File: src/common/trsp_pkg.sv
`default_nettype none

package trsp_pkg;

  // Register bus geometry
  localparam int ADDR_W = 8;
  localparam int DATA_W = 32;

  // Register byte offsets
  localparam logic [7:0] REG_CTRL   = 8'h00;
  localparam logic [7:0] REG_STATUS = 8'h04;
  localparam logic [7:0] REG_RECALL = 8'h08;

  // Control register fields
  localparam int CTRL_PASS_LATCH_BIT = 0;
  localparam int CTRL_FAIL_LOCK_BIT  = 1;
  localparam int CTRL_CLEAR_BIT      = 2;
  localparam logic [1:0] CTRL_RESET  = 2'h0;

  // Status register fields
  localparam int STAT_TEST_BIT    = 0;
  localparam int STAT_LIVE_BIT    = 1;
  localparam int STAT_PASS_BIT    = 2;
  localparam int STAT_UFAIL_BIT   = 3;
  localparam int STAT_LFAIL_BIT   = 4;
  localparam int STAT_STANDBY_BIT = 5;
  localparam int STAT_ENABLE_BIT  = 6;
  localparam int STAT_INVALID_BIT = 7;

  // Recall register fields
  localparam int RCL_DIGIT_LSB   = 0;
  localparam int RCL_INVALID_BIT = 4;

  // Recall select code
  localparam int SEL_W                 = 4;
  localparam logic [3:0] BCD_MAX       = 4'h9;
  localparam logic [3:0] RECALL_RESET  = 4'h0;

  // Synchroniser lanes and idle levels (selects idle high)
  localparam int SYNC_W          = 8;
  localparam int SYN_SEL_LSB     = 0;
  localparam int SYN_STROBE_BIT  = 4;
  localparam int SYN_START_BIT   = 5;
  localparam int SYN_STOP_BIT    = 6;
  localparam int SYN_ENABLE_BIT  = 7;
  localparam logic [7:0] SYNC_RESET = 8'h0F;

  // PASS pulse length
  localparam int unsigned CLK_FREQ_HZ       = 125_000_000;
  localparam int unsigned PASS_PULSE_TIME_MS = 200;
  localparam int unsigned PASS_PULSE_CYCLES  = PASS_PULSE_TIME_MS * (CLK_FREQ_HZ / 1000);

  // Test sequencing
  typedef enum logic [0:0] {
    ST_IDLE,
    ST_TEST
  } trsp_state_t;

endpackage

`default_nettype wire

File: src/common/trsp_sync_if.sv
`default_nettype none

// Raw pin levels in, synchronised levels out
interface trsp_sync_if #(
  parameter int W = 8
);
  logic [W-1:0] async_d;
  logic [W-1:0] sync_q;

  modport src (output async_d, input sync_q);
  modport dst (input async_d, output sync_q);
endinterface

`default_nettype wire

File: src/hdl/trsp_sync.sv
`default_nettype none

module trsp_sync #(
  parameter int             W         = 8,
  parameter logic [W-1:0]   RESET_VAL = '0
) (
  input  wire logic clk_i,
  input  wire logic rst_b_i,
  trsp_sync_if.dst  sync_port
);

  logic [W-1:0] stage1_reg;
  logic [W-1:0] stage1_next;
  logic [W-1:0] stage2_reg;
  logic [W-1:0] stage2_next;

  // Two-stage chain; only stage two is visible outside
  always_comb begin
    stage1_next = sync_port.async_d;
    stage2_next = stage1_reg;
  end

  always_ff @(posedge clk_i) begin
    if (!rst_b_i) begin
      stage1_reg <= RESET_VAL;
      stage2_reg <= RESET_VAL;
    end else begin
      stage1_reg <= stage1_next;
      stage2_reg <= stage2_next;
    end
  end

  assign sync_port.sync_q = stage2_reg;

endmodule

`default_nettype wire

File: src/hdl/trsp_top.sv
// Function
// - Select code: one active-low BCD digit, bit0 LSB
// - Strobe rise captures select, loads stored condition
// - Live flag during test and residue; test flag
// - PASS pulse about 0.2 s, or held
// - Above upper limit: hold upper fail
// - At or below lower limit: hold lower fail
// - Remote start begins test like panel start
// - Remote stop ends test, returns to standby
// - Remote start/stop need remote enable held
// - Fail lock: remote stop keeps FAIL judgment
// - Pass latch picks 0.2 s or indefinite
//
// Chosen here: the register offsets and the strobed register port.
`default_nettype none

module trsp_top
  import trsp_pkg::*;
#(
  parameter int unsigned PASS_CYC = PASS_PULSE_CYCLES
) (
  input  wire logic              clk_i,
  input  wire logic              rst_b_i,
  input  wire logic              recall_select_bit0_b_i,
  input  wire logic              recall_select_bit1_b_i,
  input  wire logic              recall_select_bit2_b_i,
  input  wire logic              recall_select_bit3_b_i,
  input  wire logic              recall_strobe_i,
  input  wire logic              remote_start_i,
  input  wire logic              remote_stop_i,
  input  wire logic              remote_enable_i,
  input  wire logic              panel_start_i,
  input  wire logic              panel_stop_i,
  input  wire logic              meas_done_i,
  input  wire logic              meas_over_upper_i,
  input  wire logic              meas_at_or_below_lower_i,
  input  wire logic              hv_residual_i,
  input  wire logic [ADDR_W-1:0] reg_addr_i,
  input  wire logic [DATA_W-1:0] reg_wdata_i,
  input  wire logic              reg_wr_i,
  input  wire logic              reg_rd_i,
  output var  logic [DATA_W-1:0] reg_rdata_o,
  output var  logic              output_live_flag_o,
  output var  logic              test_active_o,
  output var  logic              pass_o,
  output var  logic              upper_fail_o,
  output var  logic              lower_fail_o,
  output var  logic              standby_o,
  output var  logic              recall_load_o,
  output var  logic [SEL_W-1:0]  recall_index_o
);

  localparam int TW = $clog2(PASS_CYC + 1);
  localparam logic [TW-1:0] PASS_LOAD = TW'(PASS_CYC - 1);
  localparam logic [TW-1:0] TIMER_ZERO = '0;

  // Synchronised remote inputs
  trsp_sync_if #(.W(SYNC_W)) sync_bus ();

  logic [SYNC_W-1:0] s_q;
  logic [SEL_W-1:0]  s_sel_b;
  logic              s_strobe;
  logic              s_start;
  logic              s_stop;
  logic              s_enable;

  // Edge detection
  logic [2:0] prev_reg;
  logic [2:0] prev_next;
  logic       strobe_rise;
  logic       start_rise;
  logic       stop_rise;

  // Command decode
  logic start_req;
  logic stop_remote;
  logic stop_any;
  logic fail_held;
  logic clear_req;

  // Test and judgment state
  trsp_state_t    state_reg;
  trsp_state_t    state_next;
  logic           pass_reg;
  logic           pass_next;
  logic           ufail_reg;
  logic           ufail_next;
  logic           lfail_reg;
  logic           lfail_next;
  logic [TW-1:0]  timer_reg;
  logic [TW-1:0]  timer_next;
  logic           live_reg;
  logic           live_next;
  logic           standby_reg;
  logic           standby_next;

  // Recall state
  logic [SEL_W-1:0] digit;
  logic [SEL_W-1:0] last_reg;
  logic [SEL_W-1:0] last_next;
  logic             invalid_reg;
  logic             invalid_next;
  logic             load_reg;
  logic             load_next;
  logic [SEL_W-1:0] index_reg;
  logic [SEL_W-1:0] index_next;

  // Register bus state
  logic [1:0]        ctrl_reg;
  logic [1:0]        ctrl_next;
  logic [DATA_W-1:0] rdata_reg;
  logic [DATA_W-1:0] rdata_next;
  logic              pass_latch;
  logic              fail_lock;

  // Pins into the synchroniser
  assign sync_bus.async_d = {remote_enable_i, remote_stop_i, remote_start_i,
                             recall_strobe_i, recall_select_bit3_b_i,
                             recall_select_bit2_b_i, recall_select_bit1_b_i,
                             recall_select_bit0_b_i};

  trsp_sync #(
    .W         (SYNC_W),
    .RESET_VAL (SYNC_RESET)
  ) u_sync (
    .clk_i     (clk_i),
    .rst_b_i   (rst_b_i),
    .sync_port (sync_bus)
  );

  // Unpack synchronised lanes
  assign s_q      = sync_bus.sync_q;
  assign s_sel_b  = s_q[SYN_SEL_LSB +: SEL_W];
  assign s_strobe = s_q[SYN_STROBE_BIT];
  assign s_start  = s_q[SYN_START_BIT];
  assign s_stop   = s_q[SYN_STOP_BIT];
  assign s_enable = s_q[SYN_ENABLE_BIT];

  assign pass_latch = ctrl_reg[CTRL_PASS_LATCH_BIT];
  assign fail_lock  = ctrl_reg[CTRL_FAIL_LOCK_BIT];

  // Edges seen only on synchronised levels
  always_comb begin
    prev_next   = {s_stop, s_start, s_strobe};
    strobe_rise = s_strobe & ~prev_reg[0];
    start_rise  = s_start & ~prev_reg[1];
    stop_rise   = s_stop & ~prev_reg[2];
  end

  always_ff @(posedge clk_i) begin
    if (!rst_b_i) begin
      prev_reg <= 3'h0;
    end else begin
      prev_reg <= prev_next;
    end
  end

  // Start and stop sources
  always_comb begin
    start_req   = panel_start_i | (s_enable & start_rise);
    stop_remote = s_enable & stop_rise;
    stop_any    = panel_stop_i | stop_remote;
    fail_held   = ufail_reg | lfail_reg;
    clear_req   = reg_wr_i && (reg_addr_i == REG_CTRL) && reg_wdata_i[CTRL_CLEAR_BIT];
  end

  // Test sequencing and judgment
  always_comb begin
    state_next = state_reg;
    pass_next  = pass_reg;
    ufail_next = ufail_reg;
    lfail_next = lfail_reg;
    timer_next = timer_reg;
    // PASS pulse countdown unless latched
    if (pass_reg && !pass_latch) begin
      if (timer_reg == TIMER_ZERO) begin
        pass_next = 1'b0;
      end else begin
        timer_next = timer_reg - TW'(1);
      end
    end
    // Software clear of held judgments
    if (clear_req) begin
      pass_next  = 1'b0;
      ufail_next = 1'b0;
      lfail_next = 1'b0;
    end
    if (stop_any) begin
      state_next = ST_IDLE;
      pass_next  = 1'b0;
      if (panel_stop_i || !fail_lock) begin
        ufail_next = 1'b0;
        lfail_next = 1'b0;
      end
    end else if (state_reg == ST_TEST) begin
      if (meas_done_i) begin
        state_next = ST_IDLE;
        if (meas_over_upper_i) begin
          ufail_next = 1'b1;
        end else if (meas_at_or_below_lower_i) begin
          lfail_next = 1'b1;
        end else begin
          pass_next  = 1'b1;
          timer_next = PASS_LOAD;
        end
      end
    end else if (start_req && !fail_held) begin
      state_next = ST_TEST;
      pass_next  = 1'b0;
    end
    live_next    = (state_next == ST_TEST) | hv_residual_i;
    standby_next = (state_next == ST_IDLE) && !(pass_next | ufail_next | lfail_next);
  end

  always_ff @(posedge clk_i) begin
    if (!rst_b_i) begin
      state_reg   <= ST_IDLE;
      pass_reg    <= 1'b0;
      ufail_reg   <= 1'b0;
      lfail_reg   <= 1'b0;
      timer_reg   <= TIMER_ZERO;
      live_reg    <= 1'b0;
      standby_reg <= 1'b1;
    end else begin
      state_reg   <= state_next;
      pass_reg    <= pass_next;
      ufail_reg   <= ufail_next;
      lfail_reg   <= lfail_next;
      timer_reg   <= timer_next;
      live_reg    <= live_next;
      standby_reg <= standby_next;
    end
  end

  // Stored-condition recall on strobe rise
  always_comb begin
    digit        = ~s_sel_b;
    last_next    = last_reg;
    invalid_next = invalid_reg;
    load_next    = 1'b0;
    index_next   = index_reg;
    if (strobe_rise) begin
      last_next = digit;
      if (digit <= BCD_MAX) begin
        load_next    = 1'b1;
        index_next   = digit;
        invalid_next = 1'b0;
      end else begin
        invalid_next = 1'b1;
      end
    end
  end

  always_ff @(posedge clk_i) begin
    if (!rst_b_i) begin
      last_reg    <= RECALL_RESET;
      invalid_reg <= 1'b0;
      load_reg    <= 1'b0;
      index_reg   <= RECALL_RESET;
    end else begin
      last_reg    <= last_next;
      invalid_reg <= invalid_next;
      load_reg    <= load_next;
      index_reg   <= index_next;
    end
  end

  // Register writes and one-cycle read data
  always_comb begin
    ctrl_next  = ctrl_reg;
    rdata_next = '0;
    if (reg_wr_i && (reg_addr_i == REG_CTRL)) begin
      ctrl_next[CTRL_PASS_LATCH_BIT] = reg_wdata_i[CTRL_PASS_LATCH_BIT];
      ctrl_next[CTRL_FAIL_LOCK_BIT]  = reg_wdata_i[CTRL_FAIL_LOCK_BIT];
    end
    if (reg_rd_i) begin
      unique case (reg_addr_i)
        REG_CTRL: begin
          rdata_next[CTRL_PASS_LATCH_BIT] = pass_latch;
          rdata_next[CTRL_FAIL_LOCK_BIT]  = fail_lock;
        end
        REG_STATUS: begin
          rdata_next[STAT_TEST_BIT]    = (state_reg == ST_TEST);
          rdata_next[STAT_LIVE_BIT]    = live_reg;
          rdata_next[STAT_PASS_BIT]    = pass_reg;
          rdata_next[STAT_UFAIL_BIT]   = ufail_reg;
          rdata_next[STAT_LFAIL_BIT]   = lfail_reg;
          rdata_next[STAT_STANDBY_BIT] = standby_reg;
          rdata_next[STAT_ENABLE_BIT]  = s_enable;
          rdata_next[STAT_INVALID_BIT] = invalid_reg;
        end
        REG_RECALL: begin
          rdata_next[RCL_DIGIT_LSB +: SEL_W] = last_reg;
          rdata_next[RCL_INVALID_BIT]        = invalid_reg;
        end
        default: begin
          rdata_next = '0;
        end
      endcase
    end
  end

  always_ff @(posedge clk_i) begin
    if (!rst_b_i) begin
      ctrl_reg  <= CTRL_RESET;
      rdata_reg <= '0;
    end else begin
      ctrl_reg  <= ctrl_next;
      rdata_reg <= rdata_next;
    end
  end

  // Outputs, all from flip-flops
  assign reg_rdata_o        = rdata_reg;
  assign output_live_flag_o = live_reg;
  assign test_active_o      = (state_reg == ST_TEST);
  assign pass_o             = pass_reg;
  assign upper_fail_o       = ufail_reg;
  assign lower_fail_o       = lfail_reg;
  assign standby_o          = standby_reg;
  assign recall_load_o      = load_reg;
  assign recall_index_o     = index_reg;

endmodule

`default_nettype wire

File: config.mk
export PLATFORM = sky130hd
export DESIGN_NAME = trsp_top
export DESIGN_NICKNAME = d
export VERILOG_FILES = /design/src/common/trsp_pkg.sv /design/src/common/trsp_sync_if.sv /design/src/hdl/trsp_sync.sv /design/src/hdl/trsp_top.sv
export SDC_FILE = /design/constraint.sdc
export NUM_CORES = 1
export LEC_CHECK = 0
export BUFFER_PORTS_ARGS = -buffer_cell sky130_fd_sc_hd__buf_2
export CELL_PAD_IN_SITES_DETAIL_PLACEMENT = 1
export CELL_PAD_IN_SITES_GLOBAL_PLACEMENT = 2
export CORE_ASPECT_RATIO = 1.1
export CORE_MARGIN = 5
export CORE_UTILIZATION = 26
export CTS_CLUSTER_DIAMETER = 200
export CTS_CLUSTER_SIZE = 14
export DETAILED_ROUTE_END_ITERATION = 12
export PLACE_DENSITY = 0.75
export SYNTH_ARGS = -nofsm -noshare
export SYNTH_HDL_FRONTEND = slang
export SYNTH_HIERARCHICAL = 1
export SYNTH_SLANG_ARGS = --single-unit
File: constraint.sdc
create_clock -name clk_i -period 1.9 [get_ports clk_i]
set_clock_uncertainty 0.1 [all_clocks]
set_input_delay 0.285 -clock clk_i [delete_from_list [all_inputs] [get_ports clk_i]]
set_output_delay 0.285 -clock clk_i [all_outputs]
set_load 0.02 [all_outputs]
# Word-level counts from Yosys, hierarchy flattened
# Index checks and enable logic that the tools add are counted.
# Widths: inputs -> output; s select.
[totals]
out_inout_bits = 43
reg_bits = 94
[op_classes]
n_reduce_logical = 16
n_bitwise = 16
addsub = 1
n_eq_ne = 2
n_lt_le_gt_ge = 1
mux = 37
[ops]
columns = ["cell", "n"]
rows = [
  ["$mux 25", 7],
  ["$mux 1", 28],
  ["$logic_not 25->1", 1],
  ["$sub 25x1->25 const B", 1],
  ["$eq 8x3->1 const B", 1],
  ["$eq 8x4->1 const B", 1],
  ["$logic_not 8->1", 1],
  ["$or 1x1->1", 6],
  ["$pmux 2 s3", 1],
  ["$pmux 3 s2", 1],
  ["$reduce_and 2->1", 3],
  ["$and 1x1->1", 5],
  ["$logic_and 1x1->1", 5],
  ["$le 4x4->1 const B", 1],
  ["$logic_not 1->1", 4],
  ["$not 1->1", 4],
  ["$not 4->4", 1],
  ["$reduce_and 3->1", 1],
  ["$logic_or 1x1->1", 1],
]

# Depth between registers and ports, before layout
[logic_depth]
ltp_word = 13
ltp_mapped = 9

# Hierarchy
# The synthesis kept the hierarchy.
[modules_own_cells]
columns = ["mod", "cells_per_inst", "area_per_inst_um2", "instances"]
rows = [
  ["trsp_top", 287, 2605.0, 1],
  ["trsp_sync", 33, 432.9, 1],
]

# Worst setup path after synthesis
# Ideal clock, no wire load.
[synth_path]
path_type = "register to register"
startpoint = "register timer_reg[0]"
endpoint = "register timer_reg[1]"
path_slack_ns = -0.173
path_stages_with_launch = 10
t_arrival_ns = 1.885
required_time_ns = 1.712
period_less_slack_ns = 2.073
cell_sequence = "dfxtp_1 > inv_1 > ha_1 > nor4b_2 > nand3_2 > o31ai_4 > buf_6 > buf_8 > nor2_2 > a311oi_2"
[synth_between]
elab_chain_len = 8
elab_cells_between_ends = 9
cone_classes = "add/sub: 1; mux: 7; reduce/logical: 1"
[synth_lines]
columns = ["item", "line_no", "rtl"]
rows = [
  ["start: declaration", "trsp_top.sv:90", "logic [TW-1:0] timer_reg;"],
  ["start signal: assignment", "trsp_top.sv:229", "timer_reg <= timer_next;"],
  ["$sub 25x1->25 or $logic_not 25->1 (tied branches)", "trsp_top.sv:179, trsp_top.sv:176", ""],
  ["$mux 25 (*)", "trsp_top.sv:176", "if (timer_reg == TIMER_ZERO) begin"],
  ["$mux 25 (*)", "trsp_top.sv:175", "if (pass_reg && !pass_latch) begin"],
  ["$mux 25", "trsp_top.sv:200", "end else if (meas_at_or_below_lower_i) begin"],
  ["$mux 25", "trsp_top.sv:198", "if (meas_over_upper_i) begin"],
  ["$mux 25", "trsp_top.sv:196", "if (meas_done_i) begin"],
  ["$mux 25", "trsp_top.sv:195", "end else if (state_reg == ST_TEST) begin"],
  ["$mux 25 (*)", "trsp_top.sv:188", "if (stop_any) begin"],
]
# Mark *: on every way between the ends. The rest lies on a longest branch, timed or not.
# A chain may end at the register's enable or synchronous reset.

# Final worst setup path
[layout_path]
startpoint = "register timer_reg[20]"
endpoint = "register timer_reg[23]"
# The elaborated chain is that of the path after synthesis.

==> results.yml <==
status:
  status: "finished, violations left"
  violations: "negative setup slack"
yosys:
  dominant_combinational_cell_family_by_area_after_synthesis: "simple AND/OR/NAND/NOR gates"
  yosys-mux-area-fraction_pct: 1.32
  synth-compound-area-share_pct: 16.8
  ys_types: 57
  synth-xor-area-share_pct: 1.44
  yosys_register_bits: 70
  synth_flop_cell: "sky130_fd_sc_hd__dfxtp_1"
  synth_edf_count: 0
  cell_area_synth_sq_um: 3040
  synth-warning-count: 6
  synth-async-reset-ratio_pct: 0
  synth_area_per_cell_sq_um: 9.49
  arithmetic_cell_share_of_the_synthesized_area_counting_full_adders_half_adders_and_majority_gates_pct: 0.412
  synth_simple_gate_area_share_pct: 25.0
  portion_of_the_post_synthesis_area_used_by_sequential_elements_pct: 46.1
  syn-instance-count: 320
clock_network:
  max-clock-path-buffers: 2
  hold_buffers: 0
  ctsHtreeMaxLevel: 3
  clkLatencyLatePin_ns: 0.33
  ctsRootBufferMaster: "sky130_fd_sc_hd__clkbuf_16"
  clock_sink_count: 70
  clk_pin_slew_ns: 0.06
  number_of_buffers_inserted_during_clock_tree_synthesis: 9
  cts_tree: "built"
sta:
  setup-tns-final_ns: -2.51
  layout_worst_path_cycle_share_pct: 109
  timing.final.hold_violations: 0
  timing.fmax_mhz: 484
  setup_slack_ns: -0.165
  grt_setup_unrepaired: "yes"
  final_max_slew_viol_count: 0
  min_period_ns: 2.06
  timing.final.setup_violations: 24
layout:
  nets: 487
  antenna_cells: 0
  commonest_cells_after_routing_fill_and_taps_aside: "65 x sky130_fd_sc_hd__dfxtp_1, 51 x sky130_fd_sc_hd__buf_4, 47 x sky130_fd_sc_hd__buf_2"
  layout_commonest_cell: "sky130_fd_sc_hd__dfxtp_1"
  area.growth.synth_to_final_pct: 41.1
  fill_cells: 1317
  largest_register_ff_count: 25
  drive_gt1_share_pct: 38.1
  final_core_util_pct: 37.5
routing:
  viasPerCell: 4.67
  drt_iter0_markers: 75
  route.detailed.drc: 0
  postRouteAntennaNets: 0
  num_vias: 2722
  avgRoutedWirePerCell_um: 15.0
  routed_wl_um: 8730
  drt_pre_antenna_iters: 4
power:
  static_leak_nw: 1.84
  power-per-cell-area_nw_per_um2: 848
  max-vdd-ir-drop_mv: 0.445
floorplan:
  design.die.area_sq_um: 13900
  die-height_um: 123
  ios: 101
  coreArea_sq_um: 11400
  dieWidth_um: 113
  placement_rows: 41
  start_util_pct: 26.6
grt:
  grt_pass1_vias: 3018
  grt_pass1_wl_um: 14600
  pin_count_of_the_biggest_net_entering_global_routing: 28
  grt_remaining_overflow: 0
  grt_antenna_before_repair: 0
  gr-usage-all-layers_pct: 13.1
hold_path:
  worst_hold_startpoint: "recall_select_bit0_b_i"
  hold_path_class: "input port to flop"
setup_path:
  path_class: "flop to flop"
  worst-endpoint-required_ns: 2.06
  setup.worst_path.start: "timer_reg[20]"
  worst-path-max-fanout: 3
  crit_path_end_kind: "flop"
  crit_path_start_kind: "flop"
  worst_r2r_startpoint: "timer_reg[20]"
  worstPathArrival_ns: 2.23
place:
  port-buffer-count: 47
  post-dp-hpwl_um: 6200
  gp_routability_congestion: 0.755
job:
  cap_violations: 0
-- cells in the mapped netlist (2+ instances only) --
library cell | number | area, sq um
sky130_fd_sc_hd__a211oi_1 | 5 | 37.5
sky130_fd_sc_hd__a21oi_1 | 20 | 100
sky130_fd_sc_hd__a22oi_1 | 4 | 30.0
sky130_fd_sc_hd__a31oi_1 | 12 | 75.1
sky130_fd_sc_hd__and2_1 | 15 | 93.8
sky130_fd_sc_hd__and3_1 | 6 | 37.5
sky130_fd_sc_hd__and3b_1 | 2 | 17.5
sky130_fd_sc_hd__buf_4 | 25 | 188
sky130_fd_sc_hd__clkbuf_1 | 6 | 22.5
sky130_fd_sc_hd__dfxtp_1 | 70 | 1400
sky130_fd_sc_hd__inv_1 | 5 | 18.8
sky130_fd_sc_hd__mux2i_1 | 4 | 40.0
sky130_fd_sc_hd__nand2_1 | 8 | 30.0
sky130_fd_sc_hd__nand2b_1 | 7 | 43.8
sky130_fd_sc_hd__nand3_1 | 6 | 30.0
sky130_fd_sc_hd__nand4_1 | 2 | 12.5
sky130_fd_sc_hd__nor2_1 | 27 | 101
sky130_fd_sc_hd__nor2b_1 | 5 | 31.3
sky130_fd_sc_hd__nor3_1 | 3 | 15.0
sky130_fd_sc_hd__nor4_1 | 6 | 37.5
sky130_fd_sc_hd__nor4_2 | 2 | 25.0
sky130_fd_sc_hd__o21ai_0 | 11 | 55.1
sky130_fd_sc_hd__o311ai_2 | 2 | 32.5
sky130_fd_sc_hd__o31ai_1 | 8 | 60.1
sky130_fd_sc_hd__o41ai_1 | 3 | 26.3
sky130_fd_sc_hd__or2_2 | 3 | 18.8
sky130_fd_sc_hd__or2b_1 | 4 | 30.0
sky130_fd_sc_hd__or3_1 | 11 | 68.8
sky130_fd_sc_hd__or4_1 | 7 | 52.6
sky130_fd_sc_hd__xor2_1 | 4 | 35.0
-- cell type report --
cell class	count	area (sq um)	share of cell area, %
clock buffer	9	225	5.25
clock inverter	7	104	2.42
inverter	6	22.5	0.525
multi-input combinational	233	1610	37.5
sequential	70	1410	32.8
tap	150	188	4.38
timing repair buffer	108	731	17.0
-- power breakdown --
| group | switching, W | internal, W |
|---|---|---|
| combinational | 0.000165 | 0.000110 |
| sequential | 0.0000189 | 0.00150 |
| clock | 0.000674 | 0.00117 |
-- stage by stage --
step           total power (W)  instance area, sq um  hold slack, ns  instances  worst slack (ns)
2_1_floorplan          0.00173                  3150           0.258        343           -0.0919
3_3_place_gp           0.00180                  3750           0.288        560            -0.151
3_5_place_dp           0.00180                  3750           0.294        560            -0.161
4_1_cts                0.00368                  4250          0.0185        583            -0.168
5_1_grt                0.00380                  4290          0.0333        583            -0.258
6_report               0.00364                  4290          0.0297        583            -0.165
-- path summary, 6_finish.rpt --
kind                           endpoint  slack, ns  cells after the start
max reg2reg               timer_reg[23]      -0.16                      4
min                u_sync/stage1_reg[0]       0.03                      2
max                       timer_reg[23]      -0.16                      4
min reg2reg  u_sync/sync_port.sync_q[1]       0.30                      1
-- cells by family after synthesis --
logic type / after synthesis
mux: 4
other cells: 1
flops: 70
fa+ha+maj: 1
compound gates: 74
xor+xnor: 5
simple gates: 125
buf+inv: 40
-- metal layers --
layer / GRT usage, % / share of wire, %
met1: 14.2 / 40
met2: 25.5 / 54
met4: 4.96 / 1.5
met3: 2.10 / 3.6
met5: 0 / 0
-- worst max-delay path: stages (launching register included) --
cell and delay, ns:
sky130_fd_sc_hd__dfxtp_2 0.32, sky130_fd_sc_hd__or4_4 0.54, sky130_fd_sc_hd__or3_4 0.35, sky130_fd_sc_hd__or4_1 0.53, sky130_fd_sc_hd__a21oi_2 0.14
-- repair_timing --
action / in CTS / in global routing
hold endpoints to repair: 0 / 0
pin swaps: 23 / 19
gates resized for setup: 25 / 15
buffers inserted: 7 / 4
setup endpoints to repair: 24 / 25
gates cloned: 1 / 0
Note: power is estimated with default switching activity, not from simulation.
